File: config.mk
export PLATFORM = sky130hd
export DESIGN_NAME = move_fill_mask_datapath
export DESIGN_NICKNAME = d
export VERILOG_FILES = /design/src/move_fill_pkg.sv /design/src/move_fill_mask_datapath.sv
export SDC_FILE = /design/constraint.sdc
export NUM_CORES = 1
export LEC_CHECK = 0
export ABC_AREA = 1
export BUFFER_PORTS_ARGS = -buffer_cell sky130_fd_sc_hd__buf_2
export CELL_PAD_IN_SITES_DETAIL_PLACEMENT = 1
export CELL_PAD_IN_SITES_GLOBAL_PLACEMENT = 2
export CORE_UTILIZATION = 35
export DETAILED_ROUTE_END_ITERATION = 6
export PLACE_DENSITY_LB_ADDON = 0.3
export SETUP_SLACK_MARGIN = 0.2
export SKIP_CTS_REPAIR_TIMING = 1
export SLEW_MARGIN = 0
export SYNTH_ARGS = -nofsm -noshare
export SYNTH_HDL_FRONTEND = slang
export SYNTH_SLANG_ARGS = --single-unit
File: constraint.sdc
create_clock -name clk -period 2.9 [get_ports clk]
set_input_delay 0.145 -clock clk [delete_from_list [all_inputs] [get_ports clk]]
set_output_delay 0.145 -clock clk [all_outputs]
set_load 0.01 [all_outputs]
File: src/move_fill_pkg.sv
// Purpose: shared constants and types for the move, masked move and fill datapath
// Assumes: 16-bit data words, word addresses into one flat data memory
// Notes: register map is reached over Avalon-MM, one 32-bit word per register
package move_fill_pkg;
  localparam int DATA_W = 16;
  localparam int ADDR_W = 12;
  // register byte offsets
  localparam logic [5:0] OFS_CONTROL = 6'h00;
  localparam logic [5:0] OFS_SOURCE = 6'h04;
  localparam logic [5:0] OFS_MASK = 6'h08;
  localparam logic [5:0] OFS_DEST = 6'h0c;
  localparam logic [5:0] OFS_LENGTH = 6'h10;
  localparam logic [5:0] OFS_STATUS = 6'h14;
  localparam logic [5:0] OFS_TRAP = 6'h18;
  localparam logic [5:0] OFS_MATH = 6'h1c;
  // control field positions
  localparam int CTL_START = 0;
  localparam int CTL_RUNG = 1;
  localparam int CTL_SRC_CONST = 2;
  localparam int CTL_MASK_CONST = 3;
  localparam int CTL_DEST_CONST = 4;
  localparam int CTL_OP_LSB = 8;
  localparam int CTL_FTYPE_LSB = 12;
  // status word 0 flag positions
  localparam int FLAG_CARRY = 0;
  localparam int FLAG_OVERFLOW = 1;
  localparam int FLAG_ZERO = 2;
  localparam int FLAG_SIGN = 3;
  // trap register field positions
  localparam int TRAP_BIT = 0;
  localparam int TRAP_SET_MATH = 1;
  localparam int TRAP_END = 2;
  localparam int TRAP_MAJOR = 3;
  localparam logic [15:0] MAJOR_ERR_CODE = 16'h0020;
  localparam logic [15:0] RESET_WORD = 16'h0000;
  // operations
  typedef enum logic [3:0] {
    OP_PLAIN_WORD_MOVE = 4'h0,
    OP_MASKED_WORD_MOVE = 4'h1,
    OP_FILE_FILL = 4'h2
  } op_t;
  // destination file types for the fill length limit
  typedef enum logic [3:0] {
    FT_OUT_DISC = 4'h0, FT_OUT_ANA = 4'h1, FT_IN_DISC = 4'h2, FT_IN_ANA = 4'h3,
    FT_STATUS = 4'h4, FT_BIT = 4'h5, FT_TIMER = 4'h6, FT_COUNTER = 4'h7,
    FT_CONTROL = 4'h8, FT_INTEGER = 4'h9
  } ftype_t;
  localparam logic [7:0] LIM_OUT_DISC = 8'h01;
  localparam logic [7:0] LIM_OUT_ANA = 8'h05;
  localparam logic [7:0] LIM_IN_DISC = 8'h02;
  localparam logic [7:0] LIM_IN_ANA = 8'h08;
  localparam logic [7:0] LIM_STATUS = 8'h21;
  localparam logic [7:0] LIM_BIT = 8'h20;
  localparam logic [7:0] LIM_TIMER = 8'h28;
  localparam logic [7:0] LIM_COUNTER = 8'h20;
  localparam logic [7:0] LIM_CONTROL = 8'h10;
  localparam logic [7:0] LIM_INTEGER = 8'h69;
  // error codes in status register bits 7:4
  localparam logic [3:0] ERR_NONE = 4'h0;
  localparam logic [3:0] ERR_TWO_CONST = 4'h1;
  localparam logic [3:0] ERR_DEST_CONST = 4'h2;
  localparam logic [3:0] ERR_LENGTH = 4'h3;
  localparam logic [3:0] ERR_OPCODE = 4'h4;
endpackage : move_fill_pkg

File: src/move_fill_mask_datapath.sv
// Purpose: execution datapath for plain move, masked move and file fill
// Assumes: data memory answers reads in the cycle after memRd
// Notes: software stages operands over Avalon-MM and pulses start per true scan
//   every memory read answers one cycle after its strobe, so each read spans two cycles
// What this block does
// - fill writes the one source value into every destination element over the length, each true scan, flags untouched.
// - fill writes elements in ascending address order starting at the first element.
// - fill length limit follows destination file type: output 1/5, input 2/8, status 33, bit 32, timer 40, counter 32, control 16, integer 105.
// - two-source instructions refuse two constants and every destination must be an address.
// - carry, overflow, zero and sign sit in bits 0 to 3 of status word 0 and refresh after each plain or masked move.
// - the overflow trap bit sets on a math overflow or divide by zero.
// - a trap bit still set at end or temporary end raises recoverable major error 0020.
// - move and logical operations leave the two-word math register unchanged.
// - plain move copies the source word or constant to the destination each true scan.
// - after plain move carry and overflow clear, zero follows result zero, sign follows bit 15.
// - masked move works on whole words through a mask word each true scan.
// - the mask is an addressed word or an immediate constant.
// - after masked move carry and overflow clear, zero and sign follow the result.
// - masked move takes source bits where the mask is one and keeps destination bits where it is zero.
//
// The address map and the Avalon-MM register port were decided locally.
`timescale 1ns/1ps
module move_fill_mask_datapath
  import move_fill_pkg::*;
#(
  parameter int DW = DATA_W,
  parameter int AW = ADDR_W
) (
  input wire logic clk,
  input wire logic reset_n,
  input wire logic [5:0] avsAddress,
  input wire logic avsRead,
  input wire logic avsWrite,
  input wire logic [31:0] avsWriteData,
  input wire logic [3:0] avsByteEnable,
  output logic [31:0] avsReadData,
  output logic avsWaitRequest,
  output logic [AW-1:0] memAddr,
  output logic memRd,
  output logic memWr,
  output logic [DW-1:0] memWrData,
  input wire logic [DW-1:0] memRdData,
  input wire logic mathOverflow,
  input wire logic divideByZero,
  input wire logic endOfScan,
  output logic busy,
  output logic majorError
);
  initial begin
    if (DW != 16) $error("data width must be 16");
    if (AW < 8 || AW > 16) $error("address width out of range");
  end

  typedef enum {S_IDLE, S_READ_SRC, S_READ_MASK, S_READ_DEST, S_WRITE, S_FILL} state_t;
  state_t state_reg;

  logic [15:0] ctrl_reg;
  logic [DW-1:0] source_reg, mask_reg, result_reg;
  logic [AW-1:0] dest_reg, fillPtr_reg;
  logic [7:0] length_reg, fillCnt_reg;
  logic [3:0] flags_reg, err_reg;
  logic trap_reg, major_reg;
  logic [DW-1:0] mathLow_reg, mathHigh_reg;
  logic [DW-1:0] srcVal_reg, maskVal_reg;
  logic [31:0] readData_reg;
  logic wait_reg;
  logic [1:0] step_reg; // phase of the mask and destination reads

  // fill length limit per destination file type
  function automatic logic [7:0] fill_limit(input logic [3:0] ft);
    case (ft)
      FT_OUT_DISC: fill_limit = LIM_OUT_DISC;
      FT_OUT_ANA: fill_limit = LIM_OUT_ANA;
      FT_IN_DISC: fill_limit = LIM_IN_DISC;
      FT_IN_ANA: fill_limit = LIM_IN_ANA;
      FT_STATUS: fill_limit = LIM_STATUS;
      FT_BIT: fill_limit = LIM_BIT;
      FT_TIMER: fill_limit = LIM_TIMER;
      FT_COUNTER: fill_limit = LIM_COUNTER;
      FT_CONTROL: fill_limit = LIM_CONTROL;
      FT_INTEGER: fill_limit = LIM_INTEGER;
      default: fill_limit = 8'h00;
    endcase
  endfunction : fill_limit

  // zero and sign from a result word, carry and overflow cleared
  function automatic logic [3:0] move_flags(input logic [DW-1:0] r);
    move_flags = '0;
    move_flags[FLAG_ZERO] = (r == '0);
    move_flags[FLAG_SIGN] = r[DW-1];
  endfunction : move_flags

  wire logic [3:0] opCode = ctrl_reg[CTL_OP_LSB +: 4];
  wire logic [3:0] fileType = ctrl_reg[CTL_FTYPE_LSB +: 4];
  wire logic srcConst = ctrl_reg[CTL_SRC_CONST];
  wire logic maskConst = ctrl_reg[CTL_MASK_CONST];
  wire logic destConst = ctrl_reg[CTL_DEST_CONST];
  wire logic wrCtrl = avsWrite && avsAddress == OFS_CONTROL && avsByteEnable[0];
  wire logic startReq = wrCtrl && avsWriteData[CTL_START] && avsWriteData[CTL_RUNG] && state_reg == S_IDLE;

  // operand check at start, from the incoming control word and the length register
  logic [3:0] startErr;
  always_comb begin
    startErr = ERR_NONE;
    if (avsWriteData[CTL_DEST_CONST]) startErr = ERR_DEST_CONST;
    else if (avsWriteData[CTL_OP_LSB +: 4] == OP_MASKED_WORD_MOVE &&
             avsWriteData[CTL_SRC_CONST] && avsWriteData[CTL_MASK_CONST]) startErr = ERR_TWO_CONST;
    else if (avsWriteData[CTL_OP_LSB +: 4] == OP_FILE_FILL &&
             (length_reg == 8'h00 || length_reg > fill_limit(avsWriteData[CTL_FTYPE_LSB +: 4])))
      startErr = ERR_LENGTH;
    else if (avsWriteData[CTL_OP_LSB +: 4] > OP_FILE_FILL) startErr = ERR_OPCODE;
  end

  // bus slave: one wait cycle on every access, then answer
  // waitrequest is high at rest and drops for exactly one cycle per request
  always_ff @(posedge clk or negedge reset_n) begin
    if (!reset_n) begin
      wait_reg <= 1'b1;
    end else begin
      wait_reg <= !(wait_reg && (avsRead || avsWrite));
    end
  end
  assign avsWaitRequest = wait_reg;

  // read data mux, unmapped offsets read zero
  always_ff @(posedge clk or negedge reset_n) begin
    if (!reset_n) begin
      readData_reg <= '0;
    end else if (avsRead && wait_reg) begin
      case (avsAddress)
        OFS_CONTROL: readData_reg <= {16'h0000, ctrl_reg};
        OFS_SOURCE: readData_reg <= {16'h0000, source_reg};
        OFS_MASK: readData_reg <= {16'h0000, mask_reg};
        OFS_DEST: readData_reg <= {{(32-AW){1'b0}}, dest_reg};
        OFS_LENGTH: readData_reg <= {24'h000000, length_reg};
        OFS_STATUS: readData_reg <= {23'h0, busy, err_reg, flags_reg};
        OFS_TRAP: readData_reg <= {MAJOR_ERR_CODE & {16{major_reg}}, 12'h000, major_reg, 2'b00, trap_reg};
        OFS_MATH: readData_reg <= {mathHigh_reg, mathLow_reg};
        default: readData_reg <= '0;
      endcase
    end
  end
  assign avsReadData = readData_reg;

  // operand registers written by software
  always_ff @(posedge clk or negedge reset_n) begin
    if (!reset_n) begin
      ctrl_reg <= RESET_WORD;
      source_reg <= RESET_WORD;
      mask_reg <= RESET_WORD;
      dest_reg <= '0;
      length_reg <= '0;
    end else if (avsWrite && !wait_reg) begin
      case (avsAddress)
        OFS_CONTROL: if (state_reg == S_IDLE) ctrl_reg <= {avsWriteData[15:1], 1'b0};
        OFS_SOURCE: source_reg <= avsWriteData[15:0];
        OFS_MASK: mask_reg <= avsWriteData[15:0];
        OFS_DEST: dest_reg <= avsWriteData[AW-1:0];
        OFS_LENGTH: length_reg <= avsWriteData[7:0];
        default: ;
      endcase
    end
  end

  // math register: only software writes it, this datapath never does
  always_ff @(posedge clk or negedge reset_n) begin
    if (!reset_n) begin
      mathLow_reg <= RESET_WORD;
      mathHigh_reg <= RESET_WORD;
    end else if (avsWrite && !wait_reg && avsAddress == OFS_MATH) begin
      mathLow_reg <= avsWriteData[15:0];
      mathHigh_reg <= avsWriteData[31:16];
    end
  end

  // sequencer
  wire logic startGo = startReq && !wait_reg && startErr == ERR_NONE;
  always_ff @(posedge clk or negedge reset_n) begin
    if (!reset_n) begin
      state_reg <= S_IDLE;
      srcVal_reg <= '0;
      maskVal_reg <= '0;
      result_reg <= '0;
      fillPtr_reg <= '0;
      fillCnt_reg <= '0;
    end else begin
      case (state_reg)
        S_IDLE: if (startGo) begin
          state_reg <= avsWriteData[CTL_SRC_CONST] ? S_READ_MASK : S_READ_SRC;
          srcVal_reg <= source_reg;
          maskVal_reg <= mask_reg;
          fillPtr_reg <= dest_reg;
          fillCnt_reg <= length_reg;
        end
        // the source read issued at start is in flight for this one cycle
        S_READ_SRC: state_reg <= S_READ_MASK;
        // an addressed source word stands on the memory bus now, a constant was staged at start
        S_READ_MASK: begin
          if (!srcConst) srcVal_reg <= memRdData;
          if (opCode == OP_MASKED_WORD_MOVE) state_reg <= S_READ_DEST;
          else if (opCode == OP_FILE_FILL) state_reg <= S_FILL;
          else state_reg <= S_WRITE;
          if (opCode == OP_PLAIN_WORD_MOVE) result_reg <= srcConst ? srcVal_reg : memRdData;
        end
        // step 1 takes an addressed mask, step 3 takes the destination and merges
        S_READ_DEST: begin
          if (step_reg == 2'h1) maskVal_reg <= memRdData;
          if (step_reg == 2'h3) begin
            state_reg <= S_WRITE;
            result_reg <= (srcVal_reg & maskVal_reg) | (memRdData & ~maskVal_reg);
          end
        end
        S_WRITE: state_reg <= S_IDLE;
        S_FILL: begin
          fillPtr_reg <= fillPtr_reg + 1'b1;
          fillCnt_reg <= fillCnt_reg - 8'h01;
          if (fillCnt_reg == 8'h01) state_reg <= S_IDLE;
        end
        default: state_reg <= S_IDLE;
      endcase
    end
  end

  // read phase inside the destination read: even steps wait, odd steps take the answer
  // a constant mask starts at step 2 so only the destination is fetched
  always_ff @(posedge clk or negedge reset_n) begin
    if (!reset_n) begin
      step_reg <= 2'h0;
    end else if (state_reg == S_READ_MASK) begin
      step_reg <= maskConst ? 2'h2 : 2'h0;
    end else if (state_reg == S_READ_DEST) begin
      step_reg <= step_reg + 2'h1;
    end
  end

  // memory strobes and address, registered
  always_ff @(posedge clk or negedge reset_n) begin
    if (!reset_n) begin
      memRd <= 1'b0;
      memWr <= 1'b0;
      memAddr <= '0;
      memWrData <= '0;
    end else begin
      memRd <= 1'b0;
      memWr <= 1'b0;
      if (startGo && !avsWriteData[CTL_SRC_CONST]) begin
        memRd <= 1'b1;
        memAddr <= source_reg[AW-1:0];
      end else if (state_reg == S_READ_MASK && opCode == OP_MASKED_WORD_MOVE) begin
        memRd <= 1'b1; // the mask word, or the destination at once when the mask is a constant
        memAddr <= maskConst ? dest_reg : mask_reg[AW-1:0];
      end else if (state_reg == S_READ_DEST && step_reg == 2'h1) begin
        memRd <= 1'b1; // destination read once the addressed mask is in
        memAddr <= dest_reg;
      end else if (state_reg == S_WRITE) begin
        memWr <= 1'b1;
        memAddr <= dest_reg;
        memWrData <= result_reg;
      end else if (state_reg == S_FILL) begin
        memWr <= 1'b1;
        memAddr <= fillPtr_reg;
        memWrData <= srcVal_reg;
      end
    end
  end

  // arithmetic flags refreshed when a move finishes, operand error at each start request
  always_ff @(posedge clk or negedge reset_n) begin
    if (!reset_n) begin
      flags_reg <= '0;
      err_reg <= ERR_NONE;
    end else begin
      if (startReq && !wait_reg) err_reg <= startErr;
      if (state_reg == S_WRITE) flags_reg <= move_flags(result_reg);
    end
  end

  // trap bit: hardware set wins over a software clear in the same cycle
  always_ff @(posedge clk or negedge reset_n) begin
    if (!reset_n) begin
      trap_reg <= 1'b0;
      major_reg <= 1'b0;
    end else begin
      if (mathOverflow || divideByZero) trap_reg <= 1'b1;
      else if (avsWrite && !wait_reg && avsAddress == OFS_TRAP && !avsWriteData[TRAP_BIT]) trap_reg <= 1'b0;
      if (endOfScan && trap_reg) major_reg <= 1'b1;
      else if (avsWrite && !wait_reg && avsAddress == OFS_TRAP && avsWriteData[TRAP_MAJOR]) major_reg <= 1'b0;
    end
  end

  // status outputs; busy falls as the last write is launched,
  // so that write lands one cycle after busy has dropped
  always_ff @(posedge clk or negedge reset_n) begin
    if (!reset_n) begin
      busy <= 1'b0;
      majorError <= 1'b0;
    end else begin
      busy <= startGo || (state_reg != S_IDLE && !(state_reg == S_WRITE) &&
              !(state_reg == S_FILL && fillCnt_reg == 8'h01));
      majorError <= major_reg || (endOfScan && trap_reg);
    end
  end
endmodule : move_fill_mask_datapath

== After elaboration in Yosys (flattened, before gate mapping) ==
Memories as Yosys holds them, arrays and structs flattened.
Index checks and enable logic that the tools add are counted.
Cells by class
  $add $sub $neg: 3
  order comparisons: 2
  equality and inequality tests: 27
  mux-type cells: 50
  bitwise gates (word level): 7
  reductions and logical operators: 63
Operator list (number)
  $pmux W32 S8: 1
  $pmux W32 S5: 1
  $mux W16: 8
  $eq A32 B3 Y1 const B: 3
  $mux W32: 3
  $pmux W16 S2: 3
  $mux W12: 7
  $eq A32 B2 Y1 const B: 2
  $eq A32 B4 Y1 const B: 2
  $logic_not A32 Y1: 2
  $and A16 B16 Y16: 2
  $eq A32 B1 Y1 const B: 1
  $reduce_bool A32 Y1: 1
  $eq A6 B5 Y1 const B: 4
  $logic_and A1 B1 Y1: 24
  $mux W8: 3
  $pmux W12 S2: 1
  $logic_not A16 Y1: 1
  $not A16 Y16: 1
  $or A16 B16 Y16: 1
  $pmux W8 S2: 1
  $reduce_bool A2 Y1: 8
  $mux W1: 13
  $add A12 B1 Y12 const B: 1
  25 further kinds: 58
Storage, ports and cells
  register bits: 274
  memory bits (read-only): 112
  bits of input ports: 65
  output and inout port bits: 65
  logic and storage cells: 179
  memories: 1
Memory list
  (no name shown): words 16, width 7, rd ports 1, clocked after memory_dff 0, wr ports 0, line move_fill_mask_datapath.sv:71  | case (ft)

== Longest topological paths before layout ==
  depth after elaboration: 16
  gate-level depth with buffers: 21
  mapped depth without buffers: 20

== Worst setup path before layout ==
No wires, ideal clock.
  kind: input -> register
  start point: in avsWriteData[12]
  end point: reg maskVal_reg[2]
  library setup time: 0.123 ns
  data arrival time: 2.046 ns
  data required time: 2.777 ns
  setup slack: 0.730 ns
  stages on the path: 17
  path buffers: 1
  cells stage by stage: inv_1 > nor3_1 > nand2_1 > o21a_1 > ha_1 > nand2_1 > nor3_1 > nand4_1 > nand2_1 > nand2_1 > nand2_1 > nand2_2 > nand2_2 > nand2_2 > buf_4 > nand2_1 > o21ai_2
Between the ends
  word-level cells in the longest chain between the ends: 13
Ends and longest elaborated chain
  from (decl): line move_fill_mask_datapath.sv:34  | input wire logic [31:0] avsWriteData,
  $mem_v2 Z16 W7
  $mux W8: line move_fill_mask_datapath.sv:106  | else if (avsWriteData[CTL_OP_LSB +: 4] == OP_MASKED_WORD_MOVE &&
  $mux W8: line move_fill_mask_datapath.sv:105  | if (avsWriteData[CTL_DEST_CONST]) startErr = ERR_DEST_CONST;
  $gt A8 B8 Y1: line move_fill_mask_datapath.sv:109  | (length_reg == 8'h00 || length_reg > fill_limit(avsWriteData[CTL_FTYPE_LSB +: 4])))
  $logic_or A1 B1 Y1: line move_fill_mask_datapath.sv:109
  $logic_and A1 B1 Y1: line move_fill_mask_datapath.sv:108  | else if (avsWriteData[CTL_OP_LSB +: 4] == OP_FILE_FILL &&
  $mux W4: line move_fill_mask_datapath.sv:108
  $mux W4: line move_fill_mask_datapath.sv:106
  $mux W4: line move_fill_mask_datapath.sv:105
  $logic_not A4 Y1: line move_fill_mask_datapath.sv:177  | wire logic startGo = startReq && !wait_reg && startErr == ERR_NONE;
  $logic_and A1 B1 Y1: line move_fill_mask_datapath.sv:177
  $ne A2 B2 Y1 (no source line)
  $reduce_and A3 Y1 (no source line)
  to (signal assigned): line move_fill_mask_datapath.sv:191  | maskVal_reg <= mask_reg;
  to (signal assigned): line move_fill_mask_datapath.sv:207  | if (step_reg == 2'h1) maskVal_reg <= memRdData;
  to (decl): line move_fill_mask_datapath.sv:64  | logic [DW-1:0] srcVal_reg, maskVal_reg;
No other way between the ends. The select of a mux whose other input is x is not followed.
A chain may end at the register's enable or synchronous reset.

== Worst setup path in the final report ==
  start point: reg length_reg[5]
  end point: reg memAddr[6]
Between the ends
  word-level cells in the longest chain between the ends: 10
  elaborated cells on any way between the ends: 12
  classes of those cells: 1 x order compare; 4 x mux; 7 x reduce/logical
Ends and longest elaborated chain
  from (decl): line move_fill_mask_datapath.sv:60  | logic [7:0] length_reg, fillCnt_reg;
  from (signal assigned): line move_fill_mask_datapath.sv:159  | OFS_LENGTH: length_reg <= avsWriteData[7:0];
  $gt A8 B8 Y1 / $logic_not A8 Y1 (equally long branches): line move_fill_mask_datapath.sv:109
  $logic_or A1 B1 Y1 (*): line move_fill_mask_datapath.sv:109
  $logic_and A1 B1 Y1 (*): line move_fill_mask_datapath.sv:108
  $mux W4 (*): line move_fill_mask_datapath.sv:108
  $mux W4 (*): line move_fill_mask_datapath.sv:106
  $mux W4 (*): line move_fill_mask_datapath.sv:105
  $logic_not A4 Y1 (*): line move_fill_mask_datapath.sv:177
  $logic_and A1 B1 Y1 (*): line move_fill_mask_datapath.sv:177
  $logic_and A1 B1 Y1 (*): line move_fill_mask_datapath.sv:246  | if (startGo && !avsWriteData[CTL_SRC_CONST]) begin
  $reduce_bool A5 Y1 (no source line) / $mux W12 (equally long branches)
  to (signal assigned): line move_fill_mask_datapath.sv:248  | memAddr <= source_reg[AW-1:0];
  to (signal assigned): line move_fill_mask_datapath.sv:251  | memAddr <= maskConst ? dest_reg : mask_reg[AW-1:0];
  to (signal assigned): line move_fill_mask_datapath.sv:254  | memAddr <= dest_reg;
  to (decl): line move_fill_mask_datapath.sv:38  | output logic [AW-1:0] memAddr,
Mark *: on every way between the ends. The rest lies on a longest branch, timed or not.

==> impl_metrics.sql <==
INSERT INTO impl_metrics (metric_group, metric, value, unit) VALUES
('floorplanning', 'coreArea', '34500', 'sq um'),
('worst_setup_path', 'path_class', 'flip-flop to flip-flop', ''),
('route', 'antenna_violating_nets_post_route', '0', ''),
('worst_setup_path', 'reg2reg_slack', '440', 'ps'),
('clock_tree', 'tritoncts', 'done', ''),
('timing', 'achievable-frequency', '406', 'MHz'),
('synthesis', 'synth_fp_nets', '1628', ''),
('synthesis', 'synth_area', '12300', 'sq um'),
('floorplanning', 'initial_core_util', '35.6', '%'),
('clock_tree', 'clock_insertion_delay_worst_skew', '560', 'ps'),
('route', 'via_per_instance_ratio', '5.20', ''),
('synthesis', 'largest_area_contributor_in_the_synthesized_netlist', 'sky130_fd_sc_hd__dfrtp_1', ''),
('job', 'cap_viol_max_count', '0', ''),
('timing', 'final.hold.worst_slack', '-31.8', 'ps'),
('place', 'dp.cells', '2086', ''),
('final_layout', 'area_delta_synth_final', '20.3', '%'),
('outcome', 'status', 'finished with violations', ''),
('synthesis', 'synth_enable_flop_cells', '0', ''),
('clock_tree', 'cts_buffers', '29', ''),
('timing', 'fin_tns_setup', '0', 'ps'),
('worst_setup_path', 'critical-path-top-delay-family', 'simple AND/OR/NAND/NOR gates', ''),
('synthesis', 'distinct_cell_type_count_after_synthesis', '51', ''),
('worst_setup_path', 'critPathSlowestCell', 'sky130_fd_sc_hd__dfrtp_1', ''),
('worst_setup_path', 'crit_path_end_kind', 'flip-flop', ''),
('worst_setup_path', 'cp_slowest_stage_delay', '470', 'ps'),
('outcome', 'violations', 'hold timing', ''),
('worst_setup_path', 'crit_path_frequent_cell', 'sky130_fd_sc_hd__nand2_1', ''),
('worst_setup_path', 'crit_buf_inv', '0', ''),
('worst_setup_path', 'setup.worst_path.start_class', 'flip-flop', ''),
('place', 'globalplace.congestion', '0.902', ''),
('place', 'port_buffers', '126', ''),
('worst_setup_path', 'critical_path_depth_in_cells', '12', ''),
('final_layout', 'design.final.nets', '1778', ''),
('route', 'drt_iter0_drcs', '664', ''),
('synthesis', 'mapped_cells', '1551', ''),
('timing', 'tightest_slew', '1230', 'ps'),
('place', 'post-dp-hpwl', '30400', 'microns'),
('timing', 'clock_skew', '9.19', 'ps'),
('worst_setup_path', 'worst_ep_required_time', '3350', 'ps'),
('timing', 'maxSlewViolCount', '0', ''),
('synthesis', 'postSynthAreaPerCell', '7.92', 'sq um'),
('global_route', 'vias_in_the_first_global_route', '11400', ''),
('final_layout', 'layout.filler_cells', '4257', ''),
('worst_setup_path', 'timing.critical_path.from', 'length_reg[5]', ''),
('clock_tree', 'cts.root.buffer_cell', 'sky130_fd_sc_hd__clkbuf_16', ''),
('synthesis', 'seq_area_frac_synth', '49.7', '%'),
('floorplanning', 'io_pins', '130', ''),
('min_path', 'min-delay-path-class', 'input pin to flip-flop', ''),
('worst_setup_path', 'critical_path_peak_fanout', '12', ''),
('route', 'drt-wirelength-per-cell', '19.6', 'microns'),
('worst_setup_path', 'rr_startpoint', 'length_reg[5]', ''),
('worst_setup_path', 'endpoint', 'memAddr[6]', ''),
('final_layout', 'final-instance-count-excl-fill', '2175', ''),
('floorplanning', 'die_span_in_x', '189', 'microns'),
('global_route', 'grt.total_usage', '23.9', '%'),
('pwr', 'lkg_pwr', '7.11', 'nW'),
('synthesis', 'synth_largest_type_area_fraction', '49.5', '%'),
('global_route', 'grt_start_max_net_pins', '72', ''),
('floorplanning', 'std_cell_rows', '68', ''),
('clock_tree', 'h-tree-depth', '1', ''),
('clock_tree', 'clk_pin_slew', '60', 'ps'),
('timing', 'timing.final.hold_violations', '13', ''),
('pwr', 'power.ir.vdd_worst', '0.472', 'mV'),
('final_layout', 'largest_reg_flops', '32', ''),
('final_layout', 'drive_above_1_share', '14.5', '%'),
('global_route', 'antenna_found_initial', '0', ''),
('timing', 'grt_setup_unrepaired', 'false', ''),
('min_path', 'min-delay-start', 'memRdData[1]', ''),
('timing', 'timing.slew.headroom', '17.9', '%'),
('route', 'firstDrtPassIters', '4', ''),
('synthesis', 'area_contributors_post_synth', 'sky130_fd_sc_hd__dfrtp_1, sky130_fd_sc_hd__nand2_1, sky130_fd_sc_hd__o21ai_0, sky130_fd_sc_hd__inv_1, sky130_fd_sc_hd__nand4_1', '');
## final cells by class
cell class                 instances  area, sq um  area share [%]
clock inverter                     8          108           0.729
timing repair buffer             197         1330            9.03
tap                              455          569            3.85
clock buffer                      42          815            5.52
multi-input combinational       1075         5250            35.6
sequential                       244         6110            41.4
inverter                         154          583            3.95
## worst register-to-register path, cell delays in order, from the launching register on
cell,delay [ps]
sky130_fd_sc_hd__dfrtp_1,470
sky130_fd_sc_hd__ha_1,350
sky130_fd_sc_hd__nand2_1,50
sky130_fd_sc_hd__nor3_1,220
sky130_fd_sc_hd__nand4_1,120
sky130_fd_sc_hd__nand2_1,100
sky130_fd_sc_hd__nand2_1,80
sky130_fd_sc_hd__nand2_1,220
sky130_fd_sc_hd__nand3_1,370
sky130_fd_sc_hd__nand2_1,180
sky130_fd_sc_hd__nand2_1,70
sky130_fd_sc_hd__nand2_1,60
sky130_fd_sc_hd__nand2_1,50
## stage by stage
stage	cell area (sq um)	hold WS, ps	worst slack [ps]	power (mW)	util (%)
5_1_grt	14800	0.935	257	8.62	42.8
6_report	14800	-31.8	439	8.27	42.8
3_3_place_gp	13500	173	256	4.65	39.0
2_1_floorplan	12300	-151	730	4.25	-
3_5_place_dp	13500	173	199	4.68	39.0
4_1_cts	14400	-433	457	8.33	41.6
## cell families (layout without fill, tap and decap cells)
kind of cell / count (synthesis) / count (layout) / share of synthesized area [%]
AND/OR/NAND/NOR: 643 / 643 / 22.0
AO/OA/AOI/OAI: 413 / 413 / 18.8
flip-flops: 244 / 244 / 49.7
buffers and inverters: 232 / 401 / 7.58
adder cells (fa/ha/maj): 12 / 12 / 1.22
multiplexers: 6 / 6 / 0.550
XOR/XNOR: 1 / 1 / 0.0713
## metal layers
layer	track usage, %	share of wire [%]	vias up	wire, microns
li1	-	-	5447	-
met1	33.5	47	5523	20100
met2	38.3	45	262	19400
met3	2.85	4.2	73	1810
met4	7.75	3.2	0	1370
met5	0	0	-	0
## how the worst min path moves through the flow
| stage | endpoint | slack, ps | cells past startpoint |
|---|---|---|---|
| global route | result_reg[13] | 0.9 | 3 |
| CTS | memWrData[13] | -430 | 1 |
| detailed placement | memWrData[13] | 170 | 1 |
| floorplan | avsReadData[0] | -150 | 0 |
| finish | result_reg[1] | -30 | 3 |
| global placement | memWrData[13] | 170 | 1 |
## layout by cell type (no fill, tap or decap), types with 18 or more instances in the layout
cell | synthesis | final
sky130_fd_sc_hd__dfrtp_1 | 243 | 243
sky130_fd_sc_hd__o21ai_0 | 254 | 254
sky130_fd_sc_hd__a21oi_1 | 43 | 43
sky130_fd_sc_hd__a31oi_1 | 19 | 19
sky130_fd_sc_hd__clkbuf_16 | 0 | 29
sky130_fd_sc_hd__nand4_1 | 35 | 35
sky130_fd_sc_hd__buf_2 | 19 | 125
sky130_fd_sc_hd__buf_4 | 2 | 27
sky130_fd_sc_hd__nand2_1 | 477 | 476
sky130_fd_sc_hd__dlygate4sd3_1 | 0 | 39
sky130_fd_sc_hd__nand3_1 | 31 | 31
sky130_fd_sc_hd__o211ai_1 | 18 | 18
sky130_fd_sc_hd__inv_1 | 145 | 145
sky130_fd_sc_hd__nor2_1 | 58 | 57
## report_power, final
group,internal (mW),switching (mW)
logic,0.303,0.583
clock network,2.12,1.49
registers,3.59,0.187
total,6.01,2.26
## synthesized netlist by cell type (2+ instances only)
master / n
sky130_fd_sc_hd__o221ai_1: 2
sky130_fd_sc_hd__o21ai_0: 254
sky130_fd_sc_hd__nor4_1: 9
sky130_fd_sc_hd__a221oi_1: 2
sky130_fd_sc_hd__nor2_2: 4
sky130_fd_sc_hd__a211oi_1: 4
sky130_fd_sc_hd__nor2_1: 58
sky130_fd_sc_hd__buf_1: 3
sky130_fd_sc_hd__nor3_1: 8
sky130_fd_sc_hd__a21oi_1: 43
sky130_fd_sc_hd__mux2_2: 6
sky130_fd_sc_hd__o21bai_1: 2
sky130_fd_sc_hd__a21o_1: 2
sky130_fd_sc_hd__or2_2: 3
sky130_fd_sc_hd__o211ai_1: 18
sky130_fd_sc_hd__inv_1: 145
sky130_fd_sc_hd__buf_6: 3
sky130_fd_sc_hd__ha_1: 12
sky130_fd_sc_hd__nand2_2: 6
sky130_fd_sc_hd__nor3_4: 2
sky130_fd_sc_hd__o22ai_1: 14
sky130_fd_sc_hd__buf_2: 19
sky130_fd_sc_hd__o31ai_1: 13
sky130_fd_sc_hd__nor2_4: 2
sky130_fd_sc_hd__o21ai_2: 13
sky130_fd_sc_hd__clkinv_1: 4
sky130_fd_sc_hd__a31oi_1: 19
sky130_fd_sc_hd__a22oi_1: 10
sky130_fd_sc_hd__nand2_1: 477
sky130_fd_sc_hd__nand3_2: 3
sky130_fd_sc_hd__inv_2: 4
sky130_fd_sc_hd__nand3_1: 31
sky130_fd_sc_hd__buf_4: 2
sky130_fd_sc_hd__o21ai_1: 12
sky130_fd_sc_hd__dfrtp_1: 243
sky130_fd_sc_hd__clkbuf_1: 50
sky130_fd_sc_hd__nand4_1: 35
(Power assumes the default switching activity.)
